===== src/rtl/tecrc_pkg.sv =====
package tecrc_pkg;

    // Register byte addresses in the data memory map
    localparam logic [7:0] ADDR_COUNT_HIGH = 8'h20;
    localparam logic [7:0] ADDR_COUNT_LOW = 8'h21;
    localparam logic [7:0] ADDR_COUNTER_CONTROL = 8'h22;
    localparam logic [7:0] ADDR_PRELOAD_HIGH = 8'h23;
    localparam logic [7:0] ADDR_PRELOAD_LOW = 8'h24;
    localparam logic [7:0] ADDR_CONV_CONTROL = 8'h25;

    // Field positions
    localparam int CTL_EDGE_BIT = 3;
    localparam int CTL_ON_BIT = 4;
    localparam int CTL_MODE_LSB = 5;
    localparam int CONV_OVSRC_BIT = 0;
    localparam int CONV_MODE_BIT = 1;
    localparam int CONV_OSC_LSB = 4;

    // Reset values and register masks
    localparam logic [7:0] CTL_RESET = 8'h08;
    localparam logic [7:0] CONV_RESET = 8'h80;
    localparam logic [7:0] CTL_RD_MASK = 8'hf8;
    localparam logic [7:0] CONV_RD_MASK = 8'hf3;

    // Instruction clock is the system clock divided by four
    localparam int INSTR_DIV = 4;
    localparam int INSTR_DIV_W = 2;

    typedef enum logic [2:0] {
        TECRC_MODE_SYS = 3'h0,
        TECRC_MODE_INSTR = 3'h1,
        TECRC_MODE_RTC = 3'h2,
        TECRC_MODE_ADCLK = 3'h3,
        TECRC_MODE_EVENT = 3'h4,
        TECRC_MODE_PWIDTH = 3'h5,
        TECRC_MODE_UNUSED6 = 3'h6,
        TECRC_MODE_UNUSED7 = 3'h7
    } tecrc_mode_t;

    // Processor register port
    typedef struct packed {
        logic rd;
        logic wr;
        logic [7:0] addr;
        logic [7:0] wdata;
    } tecrc_bus_req_t;

    // Clock sources offered to the block from the surroundings
    typedef struct packed {
        logic rtc_tick;
        logic [1:0] ext_clk;
        logic [4:0] rc_osc;
    } tecrc_src_t;

endpackage


===== src/rtl/tecrc_timer.sv =====
`timescale 1ns/1ps
module tecrc_timer #(
    parameter bit DIVIDER_OPTION = 1'b1
) (
    input wire logic sys_clk_i,
    input wire logic reset_n_i,
    input wire tecrc_pkg::tecrc_bus_req_t bus_i,
    output logic [7:0] rdata_o,
    input wire tecrc_pkg::tecrc_src_t src_i,
    input wire logic count_input_pin_i,
    input wire logic timer_int_enable_i,
    input wire logic flag_wr_i,
    input wire logic flag_wdata_i,
    input wire logic divider_port_bit_i,
    output logic overflow_flag_o,
    output logic int_req_o,
    output logic wakeup_o,
    output logic freq_divider_output_o
);

    ////////////////////////////////////////////////////////////////
    // Registers and decode

    localparam int INSTR_DIV_W_L = tecrc_pkg::INSTR_DIV_W;

    logic [7:0] ctl_q;
    logic [7:0] conv_q;
    logic [7:0] wr_buf_a_q;
    logic [7:0] wr_buf_b_q;
    logic [15:0] preload_q;
    logic [INSTR_DIV_W_L-1:0] div_q;
    logic pin_q;
    logic pw_active_q;
    logic flag_q;
    logic pfd_q;
    logic rd_stall_q;

    logic count_on;
    logic conv_mode;
    tecrc_pkg::tecrc_mode_t mode;
    logic [3:0] osc_sel;
    logic locked;
    logic wr_ah, wr_al, wr_bh, wr_bl, wr_ctl, wr_conv, rd_ah, rd_bh;
    logic instr_tick;
    logic a_src, b_src;
    logic a_tick, b_tick;
    logic ld_a, ld_b;
    logic [15:0] cnt_a, cnt_b;
    logic [7:0] lbuf_a, lbuf_b;
    logic ovf_a, ovf_b;
    logic ovf_evt;
    logic pw_start, pw_end;
    logic pin_edge_rise, pin_edge_fall;

    assign count_on = ctl_q[tecrc_pkg::CTL_ON_BIT];
    assign conv_mode = conv_q[tecrc_pkg::CONV_MODE_BIT];
    assign mode = tecrc_pkg::tecrc_mode_t'(ctl_q[7:tecrc_pkg::CTL_MODE_LSB]);
    assign osc_sel = conv_q[7:tecrc_pkg::CONV_OSC_LSB];

    assign locked = count_on;
    assign wr_ah = bus_i.wr && !locked
        && bus_i.addr == tecrc_pkg::ADDR_COUNT_HIGH;
    assign wr_al = bus_i.wr && !locked
        && bus_i.addr == tecrc_pkg::ADDR_COUNT_LOW;
    assign wr_bh = bus_i.wr && !locked
        && bus_i.addr == tecrc_pkg::ADDR_PRELOAD_HIGH;
    assign wr_bl = bus_i.wr && !locked
        && bus_i.addr == tecrc_pkg::ADDR_PRELOAD_LOW;
    assign wr_ctl = bus_i.wr && bus_i.addr == tecrc_pkg::ADDR_COUNTER_CONTROL;
    assign wr_conv = bus_i.wr && bus_i.addr == tecrc_pkg::ADDR_CONV_CONTROL;
    assign rd_ah = bus_i.rd && !locked
        && bus_i.addr == tecrc_pkg::ADDR_COUNT_HIGH;
    assign rd_bh = bus_i.rd && !locked
        && bus_i.addr == tecrc_pkg::ADDR_PRELOAD_HIGH;

    ////////////////////////////////////////////////////////////////
    // Clock sources

    always_ff @(posedge sys_clk_i or negedge reset_n_i) begin
        if (!reset_n_i) begin
            div_q <= '0;
        end else begin
            div_q <= div_q + 1'b1;
        end
    end
    assign instr_tick = (div_q == INSTR_DIV_W_L'(tecrc_pkg::INSTR_DIV - 1));

    always_ff @(posedge sys_clk_i or negedge reset_n_i) begin
        if (!reset_n_i) begin
            pin_q <= 1'b0;
        end else begin
            pin_q <= count_input_pin_i;
        end
    end
    assign pin_edge_rise = count_input_pin_i && !pin_q;
    assign pin_edge_fall = !count_input_pin_i && pin_q;

    // Timer B source per oscillator code
    always_comb begin
        b_src = 1'b0;
        unique case (osc_sel)
            4'h0: b_src = src_i.ext_clk[0];
            4'h1, 4'h2, 4'h3, 4'h4: b_src = src_i.rc_osc[osc_sel[2:0] - 3'h1];
            4'h5: b_src = src_i.rc_osc[3];
            4'h6: b_src = src_i.rc_osc[4];
            4'h7: b_src = src_i.ext_clk[1];
            default: b_src = 1'b0;
        endcase
    end

    // Mode code decode, timer A clock in converter mode
    always_comb begin
        a_src = 1'b0;
        unique case (mode)
            tecrc_pkg::TECRC_MODE_SYS: a_src = 1'b1;
            tecrc_pkg::TECRC_MODE_INSTR: a_src = instr_tick;
            tecrc_pkg::TECRC_MODE_RTC: a_src = src_i.rtc_tick;
            tecrc_pkg::TECRC_MODE_ADCLK: a_src = conv_mode ? 1'b0 : b_src;
            tecrc_pkg::TECRC_MODE_EVENT: begin
                a_src = conv_mode ? 1'b0
                    : (ctl_q[tecrc_pkg::CTL_EDGE_BIT] ? pin_edge_fall
                                                       : pin_edge_rise);
            end
            tecrc_pkg::TECRC_MODE_PWIDTH: begin
                a_src = conv_mode ? 1'b0 : (pw_active_q && instr_tick);
            end
            default: a_src = 1'b0;
        endcase
    end

    ////////////////////////////////////////////////////////////////
    // Pulse width measurement

    // Start on chosen edge, stop on return
    assign pw_start = !pw_active_q && (ctl_q[tecrc_pkg::CTL_EDGE_BIT]
        ? pin_edge_rise : pin_edge_fall);
    assign pw_end = pw_active_q && (ctl_q[tecrc_pkg::CTL_EDGE_BIT]
        ? pin_edge_fall : pin_edge_rise);

    always_ff @(posedge sys_clk_i or negedge reset_n_i) begin
        if (!reset_n_i) begin
            pw_active_q <= 1'b0;
        end else if (!count_on || conv_mode
            || mode != tecrc_pkg::TECRC_MODE_PWIDTH) begin
            pw_active_q <= 1'b0;
        end else if (pw_start) begin
            pw_active_q <= 1'b1;
        end else if (pw_end) begin
            pw_active_q <= 1'b0;
        end
    end

    ////////////////////////////////////////////////////////////////
    // Counters

    // Reads are refused while counting, so the stall only
    // guards the cycle in which counting is switched on
    // Count high read stalls one cycle
    always_ff @(posedge sys_clk_i or negedge reset_n_i) begin
        if (!reset_n_i) begin
            rd_stall_q <= 1'b0;
        end else begin
            rd_stall_q <= rd_ah;
        end
    end

    assign a_tick = count_on && a_src && !rd_ah && !rd_stall_q;
    // Timer B counts only in converter mode
    assign b_tick = count_on && conv_mode && b_src && !rd_bh;

    assign ld_a = wr_ah || (!conv_mode && wr_bh);
    assign ld_b = conv_mode && wr_bh;

    // High write merges buffered low byte
    always_ff @(posedge sys_clk_i or negedge reset_n_i) begin
        if (!reset_n_i) begin
            wr_buf_a_q <= 8'h00;
            wr_buf_b_q <= 8'h00;
            preload_q <= 16'h0000;
        end else begin
            if (wr_al) begin
                wr_buf_a_q <= bus_i.wdata;
            end
            if (wr_bl) begin
                wr_buf_b_q <= bus_i.wdata;
            end
            if (wr_bh) begin
                preload_q <= {bus_i.wdata, wr_buf_b_q};
            end
        end
    end

    // Overflow reloads from preload outside converter mode, also in pulse width
    tecrc_counter16 u_cnt_a (
        .sys_clk_i(sys_clk_i),
        .reset_n_i(reset_n_i),
        .tick_i(a_tick),
        .load_i(ld_a),
        .load_val_i(wr_ah ? {bus_i.wdata, wr_buf_a_q}
                          : {bus_i.wdata, wr_buf_b_q}),
        .reload_i(!conv_mode),
        .reload_val_i(preload_q),
        .capture_i(rd_ah),
        .count_o(cnt_a),
        .low_buf_o(lbuf_a),
        .ovf_o(ovf_a)
    );

    tecrc_counter16 u_cnt_b (
        .sys_clk_i(sys_clk_i),
        .reset_n_i(reset_n_i),
        .tick_i(b_tick),
        .load_i(ld_b),
        .load_val_i({bus_i.wdata, wr_buf_b_q}),
        .reload_i(1'b0),
        .reload_val_i(16'h0000),
        .capture_i(rd_bh),
        .count_o(cnt_b),
        .low_buf_o(lbuf_b),
        .ovf_o(ovf_b)
    );

    assign ovf_evt = conv_mode
        ? (conv_q[tecrc_pkg::CONV_OVSRC_BIT] ? ovf_b : ovf_a) : ovf_a;

    ////////////////////////////////////////////////////////////////
    // Control registers

    always_ff @(posedge sys_clk_i or negedge reset_n_i) begin
        if (!reset_n_i) begin
            ctl_q <= tecrc_pkg::CTL_RESET;
        end else begin
            if (wr_ctl) begin
                ctl_q <= bus_i.wdata & tecrc_pkg::CTL_RD_MASK;
            end
            if (conv_mode && ovf_evt) begin
                ctl_q[tecrc_pkg::CTL_ON_BIT] <= 1'b0;
            end else if (!conv_mode && pw_end
                && mode == tecrc_pkg::TECRC_MODE_PWIDTH && count_on) begin
                ctl_q[tecrc_pkg::CTL_ON_BIT] <= 1'b0;
            end
        end
    end

    always_ff @(posedge sys_clk_i or negedge reset_n_i) begin
        if (!reset_n_i) begin
            conv_q <= tecrc_pkg::CONV_RESET;
        end else if (wr_conv) begin
            conv_q <= bus_i.wdata & tecrc_pkg::CONV_RD_MASK;
        end
    end

    // Sticky flag, set wins over clear
    always_ff @(posedge sys_clk_i or negedge reset_n_i) begin
        if (!reset_n_i) begin
            flag_q <= 1'b0;
        end else if (ovf_evt) begin
            flag_q <= 1'b1;
        end else if (flag_wr_i && !flag_wdata_i) begin
            flag_q <= 1'b0;
        end
    end
    assign overflow_flag_o = flag_q;
    assign int_req_o = flag_q && timer_int_enable_i;
    assign wakeup_o = flag_q;

    // Half the overflow rate keeps the pin a square wave
    // Divider toggles on each overflow
    always_ff @(posedge sys_clk_i or negedge reset_n_i) begin
        if (!reset_n_i) begin
            pfd_q <= 1'b0;
        end else if (ovf_evt) begin
            pfd_q <= !pfd_q;
        end
    end
    // Port bit set forces pin low
    assign freq_divider_output_o = DIVIDER_OPTION && !divider_port_bit_i
        && pfd_q;

    ////////////////////////////////////////////////////////////////
    // Read mux; locked locations read zero

    always_comb begin
        rdata_o = 8'h00;
        if (bus_i.rd) begin
            unique case (bus_i.addr)
                tecrc_pkg::ADDR_COUNT_HIGH: rdata_o = locked ? 8'h00
                                                     : cnt_a[15:8];
                tecrc_pkg::ADDR_COUNT_LOW: rdata_o = locked ? 8'h00 : lbuf_a;
                tecrc_pkg::ADDR_PRELOAD_HIGH: begin
                    rdata_o = locked ? 8'h00
                        : (conv_mode ? cnt_b[15:8] : preload_q[15:8]);
                end
                tecrc_pkg::ADDR_PRELOAD_LOW: begin
                    rdata_o = locked ? 8'h00
                        : (conv_mode ? lbuf_b : preload_q[7:0]);
                end
                tecrc_pkg::ADDR_COUNTER_CONTROL: rdata_o = ctl_q;
                tecrc_pkg::ADDR_CONV_CONTROL: rdata_o = conv_q;
                default: rdata_o = 8'h00;
            endcase
        end
    end

endmodule


===== src/rtl/tecrc_counter16.sv =====
`timescale 1ns/1ps
// One 16-bit up-counter with reload and buffered byte access
module tecrc_counter16 (
    input wire logic sys_clk_i,
    input wire logic reset_n_i,
    input wire logic tick_i,
    input wire logic load_i,
    input wire logic [15:0] load_val_i,
    input wire logic reload_i,
    input wire logic [15:0] reload_val_i,
    input wire logic capture_i,
    output logic [15:0] count_o,
    output logic [7:0] low_buf_o,
    output logic ovf_o
);

    assign ovf_o = tick_i && (count_o == 16'hffff);

    always_ff @(posedge sys_clk_i or negedge reset_n_i) begin
        if (!reset_n_i) begin
            count_o <= 16'h0000;
        end else if (load_i) begin
            count_o <= load_val_i;
        end else if (ovf_o && reload_i) begin
            count_o <= reload_val_i;
        end else if (tick_i) begin
            count_o <= count_o + 16'h0001;
        end
    end

    always_ff @(posedge sys_clk_i or negedge reset_n_i) begin
        if (!reset_n_i) begin
            low_buf_o <= 8'h00;
        end else if (capture_i) begin
            low_buf_o <= count_o[7:0];
        end
    end

endmodule


===== config.mk =====
export PLATFORM = sky130hd
export DESIGN_NAME = tecrc_timer
export DESIGN_NICKNAME = d
export VERILOG_FILES = /design/src/rtl/tecrc_pkg.sv /design/src/rtl/tecrc_timer.sv /design/src/rtl/tecrc_counter16.sv
export SDC_FILE = /design/constraint.sdc
export NUM_CORES = 1
export LEC_CHECK = 0
export BUFFER_PORTS_ARGS = -buffer_cell sky130_fd_sc_hd__buf_2
export CAP_MARGIN = 20
export CORE_ASPECT_RATIO = 1.5
export CORE_UTILIZATION = 30
export CTS_CLUSTER_DIAMETER = 80
export DETAILED_ROUTE_END_ITERATION = 16
export PLACE_DENSITY_LB_ADDON = 0.12
export SYNTH_ARGS = -nofsm -noshare
export SYNTH_HDL_FRONTEND = slang
export SYNTH_SLANG_ARGS = --single-unit

===== constraint.sdc =====
create_clock -name sys_clk_i -period 5.4 [get_ports sys_clk_i]
set_input_delay 0.81 -clock sys_clk_i [delete_from_list [all_inputs] [get_ports sys_clk_i]]
set_output_delay 0.81 -clock sys_clk_i [all_outputs]
set_load 0.02 [all_outputs]

==> flow_summary.toml, run 1 <==
[status]
run_status = "complete, no violations"

[die]
start_util = 0.308
coreArea_um2 = 18600
row_count = 61
dieArea_um2 = 19700
die_x_um = 115
die_h_um = 171
ios = 45

[cts]
hold_buffers = 0
cts_setup_buffers = 0
h-tree-depth = 3
cts_tree = "built"
cts-root-buf = "clkbuf_16"
cts_buffer_depth = 2
numCtsBuffers = 9
insertion_delay_ns = 0.34
clk_pin_slew_worst_paths_ns = 0.07
clock_sinks = 98
cts_resized = 0

[global_routing]
grt_overflow = 0
grtUsageTotal = 0.217
grt_pass1_vias = 4829
grt_antenna_before_repair = 0
grt_pass1_wl_um = 30500
grt_max_degree = 59

[critical_path]
crit_fanout = 7
r2r-start = "conv_q[4]$_DFFE_PN0P_"
cp.arrival_ns = 3.28
start_kind = "input port"
worstSetupPathType = "input port to output port"
end_kind = "output port"
required_ns = 4.59
crit_start = "bus_i[12]"

[routing]
drcViolationCount = 0
drt-vias-per-instance = 5.60
drt-initial-drc-count = 338
drt-pass1-iter-count = 6
antenna_left = 0
wire_per_inst_um = 23.7
vias = 4756
drt_wl_total_um = 20200

[yosys]
syn_nets = 598
synth_flop_cell = "dfrtp_1"
syn_area_per_cell_um2 = 10.3
synth_warnings = 0
synth_edf_count = 0
synth.lib_cells_used.distinct = 80
ys_seq_area_frac = 0.428
async_reset_ff_frac = 1.00
netlist_area_um2 = 5740
synth-seq-cells = 98
synth_cells = 557

[sta]
slew_headroom = 0.346
clock.fmax_ghz = 0.244
setup_violations = 0
clock_skew_ns = 0.00627
tightestPinTransition_ns = 0.973
period_share = 0.758
rsz0062_at_grt = "no"
finalHoldViolations = 0
setup-tns-final_ns = 0
min_period_ns = 4.09
drv_slew = 0
setup_ws_ns = 1.31

[power]
power_density_nw_per_um2 = 254
ir_drop_uv = 136
power_leakage_nw = 2.85

[placement]
place_hpwl_um = 15200
pre_cts_ws_ns = 1.46
numPortBuffers = 44
gp_congestion = 0.878

[cells_and_area]
fin_nets = 635
layout-drive-gt1-share = 0.247
syn2layout_area_growth_pct = 13.2
n_antenna_cell = 0

[min_path]
hold_path.class = "register to register"
hold_start = "div_q[0]$_DFF_PN0_"

[flow_run]
cap_viol_max_count = 0
synth_stat cells (all sizes together), types with 4 or more instances:
| library cell | n | area, um^2 |
|---|---|---|
| nand2 | 61 | 229 |
| clkbuf | 9 | 33.8 |
| a31oi | 5 | 37.5 |
| nor2b | 7 | 43.8 |
| ha | 8 | 100 |
| a222oi | 6 | 60.1 |
| a22oi | 5 | 37.5 |
| a221o | 4 | 40.0 |
| nand2b | 6 | 37.5 |
| nor3 | 22 | 131 |
| inv | 14 | 52.6 |
| nor2 | 17 | 71.3 |
| a32oi | 6 | 52.6 |
| o21ai | 28 | 144 |
| nand4 | 7 | 43.8 |
| nor3b | 4 | 30.0 |
| o211ai | 4 | 30.0 |
| dfrtp | 96 | 2400 |
| a22o | 5 | 45.0 |
| nand3 | 24 | 120 |
| and4 | 7 | 63.8 |
| mux2i | 10 | 100 |
| and3 | 13 | 81.3 |
| buf | 16 | 91.3 |
| and2 | 8 | 50.1 |
| mux2 | 62 | 698 |
| xnor2 | 13 | 114 |
| a21oi | 23 | 119 |
| a221oi | 4 | 35.0 |
logic make-up (layout without fill, tap and decap cells):
| kind of cell | Yosys count | after routing | share of synthesized area |
|---|---|---|---|
| AOI/OAI and AO/OA | 126 | 126 | 0.168 |
| xor gates and xnor gates | 16 | 16 | 0.0244 |
| adders and majority gates | 8 | 8 | 0.0174 |
| buffers and inverters | 39 | 80 | 0.0309 |
| DFF | 98 | 98 | 0.428 |
| muxes | 73 | 73 | 0.143 |
| and+or+nand+nor | 197 | 197 | 0.189 |
power breakdown:
| part | internal (mW) | switching (mW) |
|---|---|---|
| clock network | 0.371 | 0.289 |
| registers | 0.763 | 0.0525 |
| logic | 0.0701 | 0.102 |
| total | 1.20 | 0.444 |
critical path, cell delays in order:
cell      delay (ns)
buf_2           0.11
nor4b_1         0.70
nand2_1         0.36
nor3_1          0.52
a222oi_1        0.19
a21oi_1         0.22
o2111a_1        0.20
buf_2           0.16
stage by stage:
stage / util / hold WS, ns / cells / instance area, um^2 / power, mW
floorplan: - / 0.401 / 557 / 5740 / 0.910
global route: 0.349 / 0.445 / 850 / 6500 / 1.72
finish: 0.349 / 0.429 / 850 / 6500 / 1.65
detailed placement: 0.333 / 0.422 / 835 / 6210 / 1.00
global placement: 0.333 / 0.414 / 834 / 6200 / 1.00
CTS: 0.349 / 0.432 / 850 / 6500 / 1.67
registers in the layout, summed over array words and instances, names as in the netlist:
name and count:
conv_q 6, ctl_q 5, div_q 2, overflow_flag_o 1
pfd_q 1, pin_q 1, preload_q 16, pw_active_q 1
rd_stall_q 1, u_cnt_a.count_o 16, u_cnt_a.low_buf_o 8, u_cnt_b.count_o 16
u_cnt_b.low_buf_o 8, wr_buf_a_q 8, wr_buf_b_q 8
layer usage:
layer,vias to the layer above,GRT usage,routed length (um)
met3,33,0.0268,590
met2,126,0.398,10900
met4,0,0.0982,750
met5,-,0,0
met1,2423,0.246,7990
li1,2174,-,-
cell usage in the layout (no fill, tap or decap), drive strengths merged, types with 4 or more instances in the layout:
cell type,synthesis,layout
dfrtp,96,96
mux2,62,62
nand2,61,61
buf,16,51
o21ai,28,28
nand3,24,24
a21oi,23,23
nor3,22,22
nor2,17,17
inv,14,15
and3,13,13
xnor2,13,13
clkbuf,9,11
mux2i,10,10
and2,8,8
ha,8,8
nor2b,7,7
nand4,7,7
and4,7,7
nand2b,6,6
a222oi,6,6
a32oi,6,6
a22oi,5,5
a22o,5,5
a31oi,5,5
nor3b,4,4
a221oi,4,4
o211ai,4,4
a221o,4,4
layout make-up:
type / instances / area, um^2
clock inverters: 4 / 51.3
flip-flops and latches: 98 / 2450
clock buffers: 11 / 243
fillers: 1972 / 12100
inverters: 14 / 52.6
well taps: 252 / 315
multi-input cells: 420 / 3110
repair buffers: 51 / 275
final timing paths:
path | endpoint | slack [ns] | depth (start not counted)
max in group asynchronous | u_cnt_b.count_o[11]$_DFFE_PN0P_ | 3.76 | 2
hold / removal | div_q[0]$_DFF_PN0_ | 0.43 | 1
min in group asynchronous | overflow_flag_o$_DFFE_PN0P_ | 0.55 | 1
setup / recovery | rdata_o[7] | 1.31 | 8
setup reg to reg | u_cnt_a.count_o[12]$_DFFE_PN0P_ | 2.28 | 8
hold reg to reg | div_q[0]$_DFF_PN0_ | 0.43 | 1
Power figures use the tool's default switching activity.
==> run 2: changes to the inputs <==
clock period = 3.92 ns   (was 5.4 ns; I/O delays follow)
==> run 2 against run 1 <==
  * Sequential cell count unchanged
  * Register-to-register slack got worse by 1.5 ns
  * Non-clock buffer count increased by 11
  * Routed wire length decreased by 0.40%
  * Via count increased by 1.1%
  * Clock skew increased by 0.0045 ns
  * Combinational power increased by 38%
  * Final cell count increased by 1.3%
==> flow_summary.toml, run 2 (synthesized netlist as in run 1, its figures left out) <==
[cts]
cts_buffer_depth = 2
insertion_delay_ns = 0.35
cts_tree = "built"
cts-root-buf = "clkbuf_16"
h-tree-depth = 3
cts_setup_buffers = 0
numCtsBuffers = 9
cts_resized = 0
clock_sinks = 98
hold_buffers = 0
clk_pin_slew_worst_paths_ns = 0.07

[critical_path]
start_kind = "register"
required_ns = 3.33
crit_fanout = 19
worstSetupPathType = "register to output port"
cp.arrival_ns = 2.80
end_kind = "output port"

[placement]
numPortBuffers = 44
place_hpwl_um = 15300
gp_congestion = 0.989

[die]
die_h_um = 171
ios = 45
row_count = 61
coreArea_um2 = 18600
dieArea_um2 = 19700
die_x_um = 115
start_util = 0.308

[sta]
rsz0062_at_grt = "no"
drv_slew = 0
period_share = 0.863
clock_skew_ns = 0.0107
clock.fmax_ghz = 0.295
hold_ws_ns = 0.298
min_period_ns = 3.38
setup-tns-final_ns = 0
tightestPinTransition_ns = 0.801
setup_violations = 0
finalHoldViolations = 0
slew_headroom = 0.466

[cells_and_area]
syn2layout_area_growth_pct = 14.6
layout-drive-gt1-share = 0.261
reg.largest.list = "preload_q x16, u_cnt_a.count_o x16, u_cnt_b.count_o x16"
fill_cells = 1931
fin_nets = 646
seq_area_um2 = 2450
final_common_cell = "dfrtp_1"
n_antenna_cell = 0
multi_input_area_um2 = 3110
layout_common_cells = "dfrtp_1 (96), mux2_2 (62), nand2_1 (61)"

[global_routing]
grt_max_degree = 60
grt_pass1_vias = 4811
grt_pass1_wl_um = 30200
grt_overflow = 0
grtUsageTotal = 0.214
grt_antenna_before_repair = 0

[flow_run]
cap_viol_max_count = 0

[routing]
antenna_left = 0
wire_per_inst_um = 23.4
drt-pass1-iter-count = 6
drcViolationCount = 0
vias = 4807
drt-initial-drc-count = 452
drt-vias-per-instance = 5.58
drt_wl_total_um = 20100

[power]
power_leakage_nw = 2.91
power_density_nw_per_um2 = 347
p_total_mw = 2.28
ir_drop_uv = 181

[min_path]
hold_path.class = "input port to asynchronous set/reset pin"

[status]
run_status = "complete, no violations"
[run 2: path summary, 6_finish.rpt]
path | depth (start not counted) | startpoint | slack, ns | end
hold / removal | 1 | reset_n_i | 0.30 | div_q[1]$_DFF_PN0_
setup reg to reg | 8 | conv_q[4]$_DFFE_PN0P_ | 0.82 | u_cnt_a.count_o[5]$_DFFE_PN0P_
max in group asynchronous | 2 | reset_n_i | 2.77 | conv_q[7]$_DFFE_PN1P_
setup / recovery | 6 | conv_q[1]$_DFFE_PN0P_ | 0.54 | rdata_o[7]
min in group sys_clk_i | 1 | count_input_pin_i | 0.40 | pin_q$_DFF_PN0_
hold reg to reg | 1 | div_q[0]$_DFF_PN0_ | 0.44 | div_q[0]$_DFF_PN0_
[run 2: cell type report]
class	instances	area share
inverter	14	0.00798
multi-input combinational	420	0.472
sequential	98	0.373
clock buffer	10	0.0348
tap	252	0.0479
timing repair buffer	62	0.0544
clock inverter	5	0.00969
[run 2: worst max-delay path, cell delays in order (launching register included)]
cell      delay [ns]
dfrtp_1         0.87
buf_4           0.34
mux2_2          0.36
a222oi_1        0.33
a21oi_1         0.15
o2111a_1        0.24
buf_2           0.16
[run 2: where the power goes]
part	leakage, nW	switching, mW	internal [mW]	total [mW]
combinational	1.46	0.140	0.0985	0.238
sequential	1.31	0.0757	1.05	1.13
clock	0.140	0.417	0.499	0.916
[run 2: per-stage QoR]
| stage | instance area (um^2) | cells | worst slack, ns | util |
|---|---|---|---|---|
| floorplan | 5740 | 557 | 0.998 | - |
| global placement | 6290 | 846 | 0.680 | 0.338 |
| detailed placement | 6290 | 846 | 0.619 | 0.338 |
| CTS | 6580 | 861 | 0.560 | 0.353 |
| global route | 6580 | 861 | 0.420 | 0.353 |
| finish | 6580 | 861 | 0.536 | 0.353 |
[run 2: metal layers]
metal,GRT usage,share of wire,wire length (um),up-vias
li1,-,-,-,2198
met1,0.250,0.40,8040,2415
met2,0.393,0.53,10700,164
met3,0.0211,0.035,705,30
met4,0.0909,0.035,705,0
met5,0,0,0,-
==> run 3: changes to the inputs <==
CAP_MARGIN = unset   (was 20)
PLACE_DENSITY_LB_ADDON = unset   (was 0.12)
TNS_END_PERCENT = 20   (was unset)
==> run 3 against run 2 <==
  * Global-route usage shrank 1.8 points
  * Sequential share of layout area grew 0.22 points
  * Core utilization shrank 0.21 points
  * Final cell count shrank 0.70%
  * Clock-buffer cell count shrank 1
  * Clock power is essentially flat
  * Design area shrank 0.59%
  * Routed wire length shrank 8.6%
  * Sequential cell count is the same
  * Via count grew 1.1%
  * Largest power group unchanged
==> flow_summary.toml, run 3 (synthesized netlist as in run 1, its figures left out) <==
[status]
run_status = "complete, no violations"

[cells_and_area]
layout-drive-gt1-share = 0.255
fin_nets = 639
reg.largest.list = "preload_q x16, u_cnt_a.count_o x16, u_cnt_b.count_o x16"
n_antenna_cell = 0
syn2layout_area_growth_pct = 14.0
postLayoutCoreUtil = 0.351
final_common_cell = "dfrtp_1"
fill_cells = 1952
layout_common_cells = "dfrtp_1 (96), mux2_2 (62), nand2_1 (61)"

[routing]
antenna_left = 0
drt-vias-per-instance = 5.69
drt-initial-drc-count = 509
drt_wl_total_um = 18400
drcViolationCount = 0
drt-pass1-iter-count = 6
vias = 4862
wire_per_inst_um = 21.5

[critical_path]
crit_top_cell = "buf_2"
end_kind = "output port"
crit_fanout = 8
cp_cell_sequence = "buf_2 > or4b_1 > nor2_1 > and3_1 > a222oi_1 > a21oi_1 > o2111a_1 > buf_2"
cp.arrival_ns = 2.80
worst_path_max_delay_cell = "or4b_1"
max_stage_delay_ns = 0.62
critPathTopFamily = "simple AND/OR/NAND/NOR gates"
required_ns = 3.33
start_kind = "input port"
worstSetupPathType = "input port to output port"
path_buf_inv = 2
crit_start = "bus_i[12]"
rrSetupSlack_ns = 0.92
r2r-start = "conv_q[4]$_DFFE_PN0P_"

[placement]
place_hpwl_um = 14000
numPortBuffers = 44
gp_congestion = 1.02

[sta]
setup_violations = 0
rsz0062_at_grt = "no"
clock_skew_ns = 0.0119
tightestPinTransition_ns = 1.12
setup-tns-final_ns = 0
min_period_ns = 3.39
drv_slew = 0
finalHoldViolations = 0
clock.fmax_ghz = 0.295
hold_ws_ns = 0.379
period_share = 0.865
slew_headroom = 0.247

[global_routing]
grtUsageTotal = 0.195
grt_pass1_vias = 4772
grt_pass1_wl_um = 28500
grt_max_degree = 84
grt_antenna_before_repair = 0
grt_overflow = 0

[cts]
clock_sinks = 98
cts_resized = 0
insertion_delay_ns = 0.36
cts-root-buf = "clkbuf_16"
cts_setup_buffers = 0
clk_pin_slew_worst_paths_ns = 0.08
hold_buffers = 0
cts_tree = "built"
cts_buffer_depth = 2
numCtsBuffers = 9
h-tree-depth = 3

[power]
ir_drop_uv = 193
power_leakage_nw = 2.88
power_density_nw_per_um2 = 347

[min_path]
hold_path.class = "input port to asynchronous set/reset pin"

[flow_run]
cap_viol_max_count = 0

[die]
ios = 45
dieArea_um2 = 19700
start_util = 0.308
row_count = 61
coreArea_um2 = 18600
die_h_um = 171
die_x_um = 115
run 3: cell count changes in the layout (fill, tap and decap cells not counted):
cell / change
clkbuf_1: -1
bufinv_16: -1
clkinv_4: +1
inv_8: +2
buf_4: -7
clkinvlp_4: -1
inv_6: -1
clkinv_8: +2
run 3: worst register-to-register path, stage by stage (launching register included):
cell	delay, ns
dfrtp_1	0.50
inv_1	0.15
ha_1	0.35
mux4_2	0.50
and4_4	0.20
o311ai_2	0.52
a21oi_2	0.23
a311oi_1	0.34
a211oi_1	0.08
run 3: routing by layer:
| metal | up-vias | share of wire | track usage |
|---|---|---|---|
| li1 | 2182 | - | - |
| met1 | 2465 | 0.38 | 0.223 |
| met2 | 174 | 0.52 | 0.346 |
| met3 | 41 | 0.053 | 0.0285 |
| met4 | 0 | 0.049 | 0.110 |
| met5 | - | 0 | 0 |
run 3: where the power goes:
group / internal [mW] / switching (mW) / leakage (nW)
combinational: 0.0982 / 0.136 / 1.42
clock: 0.456 / 0.461 / 0.150
sequential: 1.05 / 0.0694 / 1.31
run 3: final cells by class:
cell class                 instances  area, um^2  share of cell area
sequential                        98        2450               0.375
multi-input combinational        420        3110               0.475
inverter                          14        52.6             0.00803
clock inverter                     7        81.3              0.0124
timing repair buffer              55         305              0.0467
clock buffer                       9         225              0.0344
tap                              252         315              0.0482
run 3: worst paths after layout:
check	end	cells after the start
setup / recovery	rdata_o[6]	8
hold / removal	wr_buf_b_q[4]$_DFFE_PN0P_	1
setup reg to reg	u_cnt_a.count_o[12]$_DFFE_PN0P_	8
hold reg to reg	div_q[0]$_DFF_PN0_	1
max in group asynchronous	ctl_q[3]$_DFFE_PN1P_	2
min in group sys_clk_i	pin_q$_DFF_PN0_	1
run 3: stage by stage:
stage                     worst slack (ns)  std cells  area [um^2]  total power [mW]
after floorplan                      0.998        557         5740              1.25
after global placement               0.677        839         6240              1.37
after detailed placement             0.567        839         6240              1.37
after CTS                            0.527        855         6540              2.28
after global routing                 0.370        855         6540              2.35
final                                0.527        855         6540              2.27
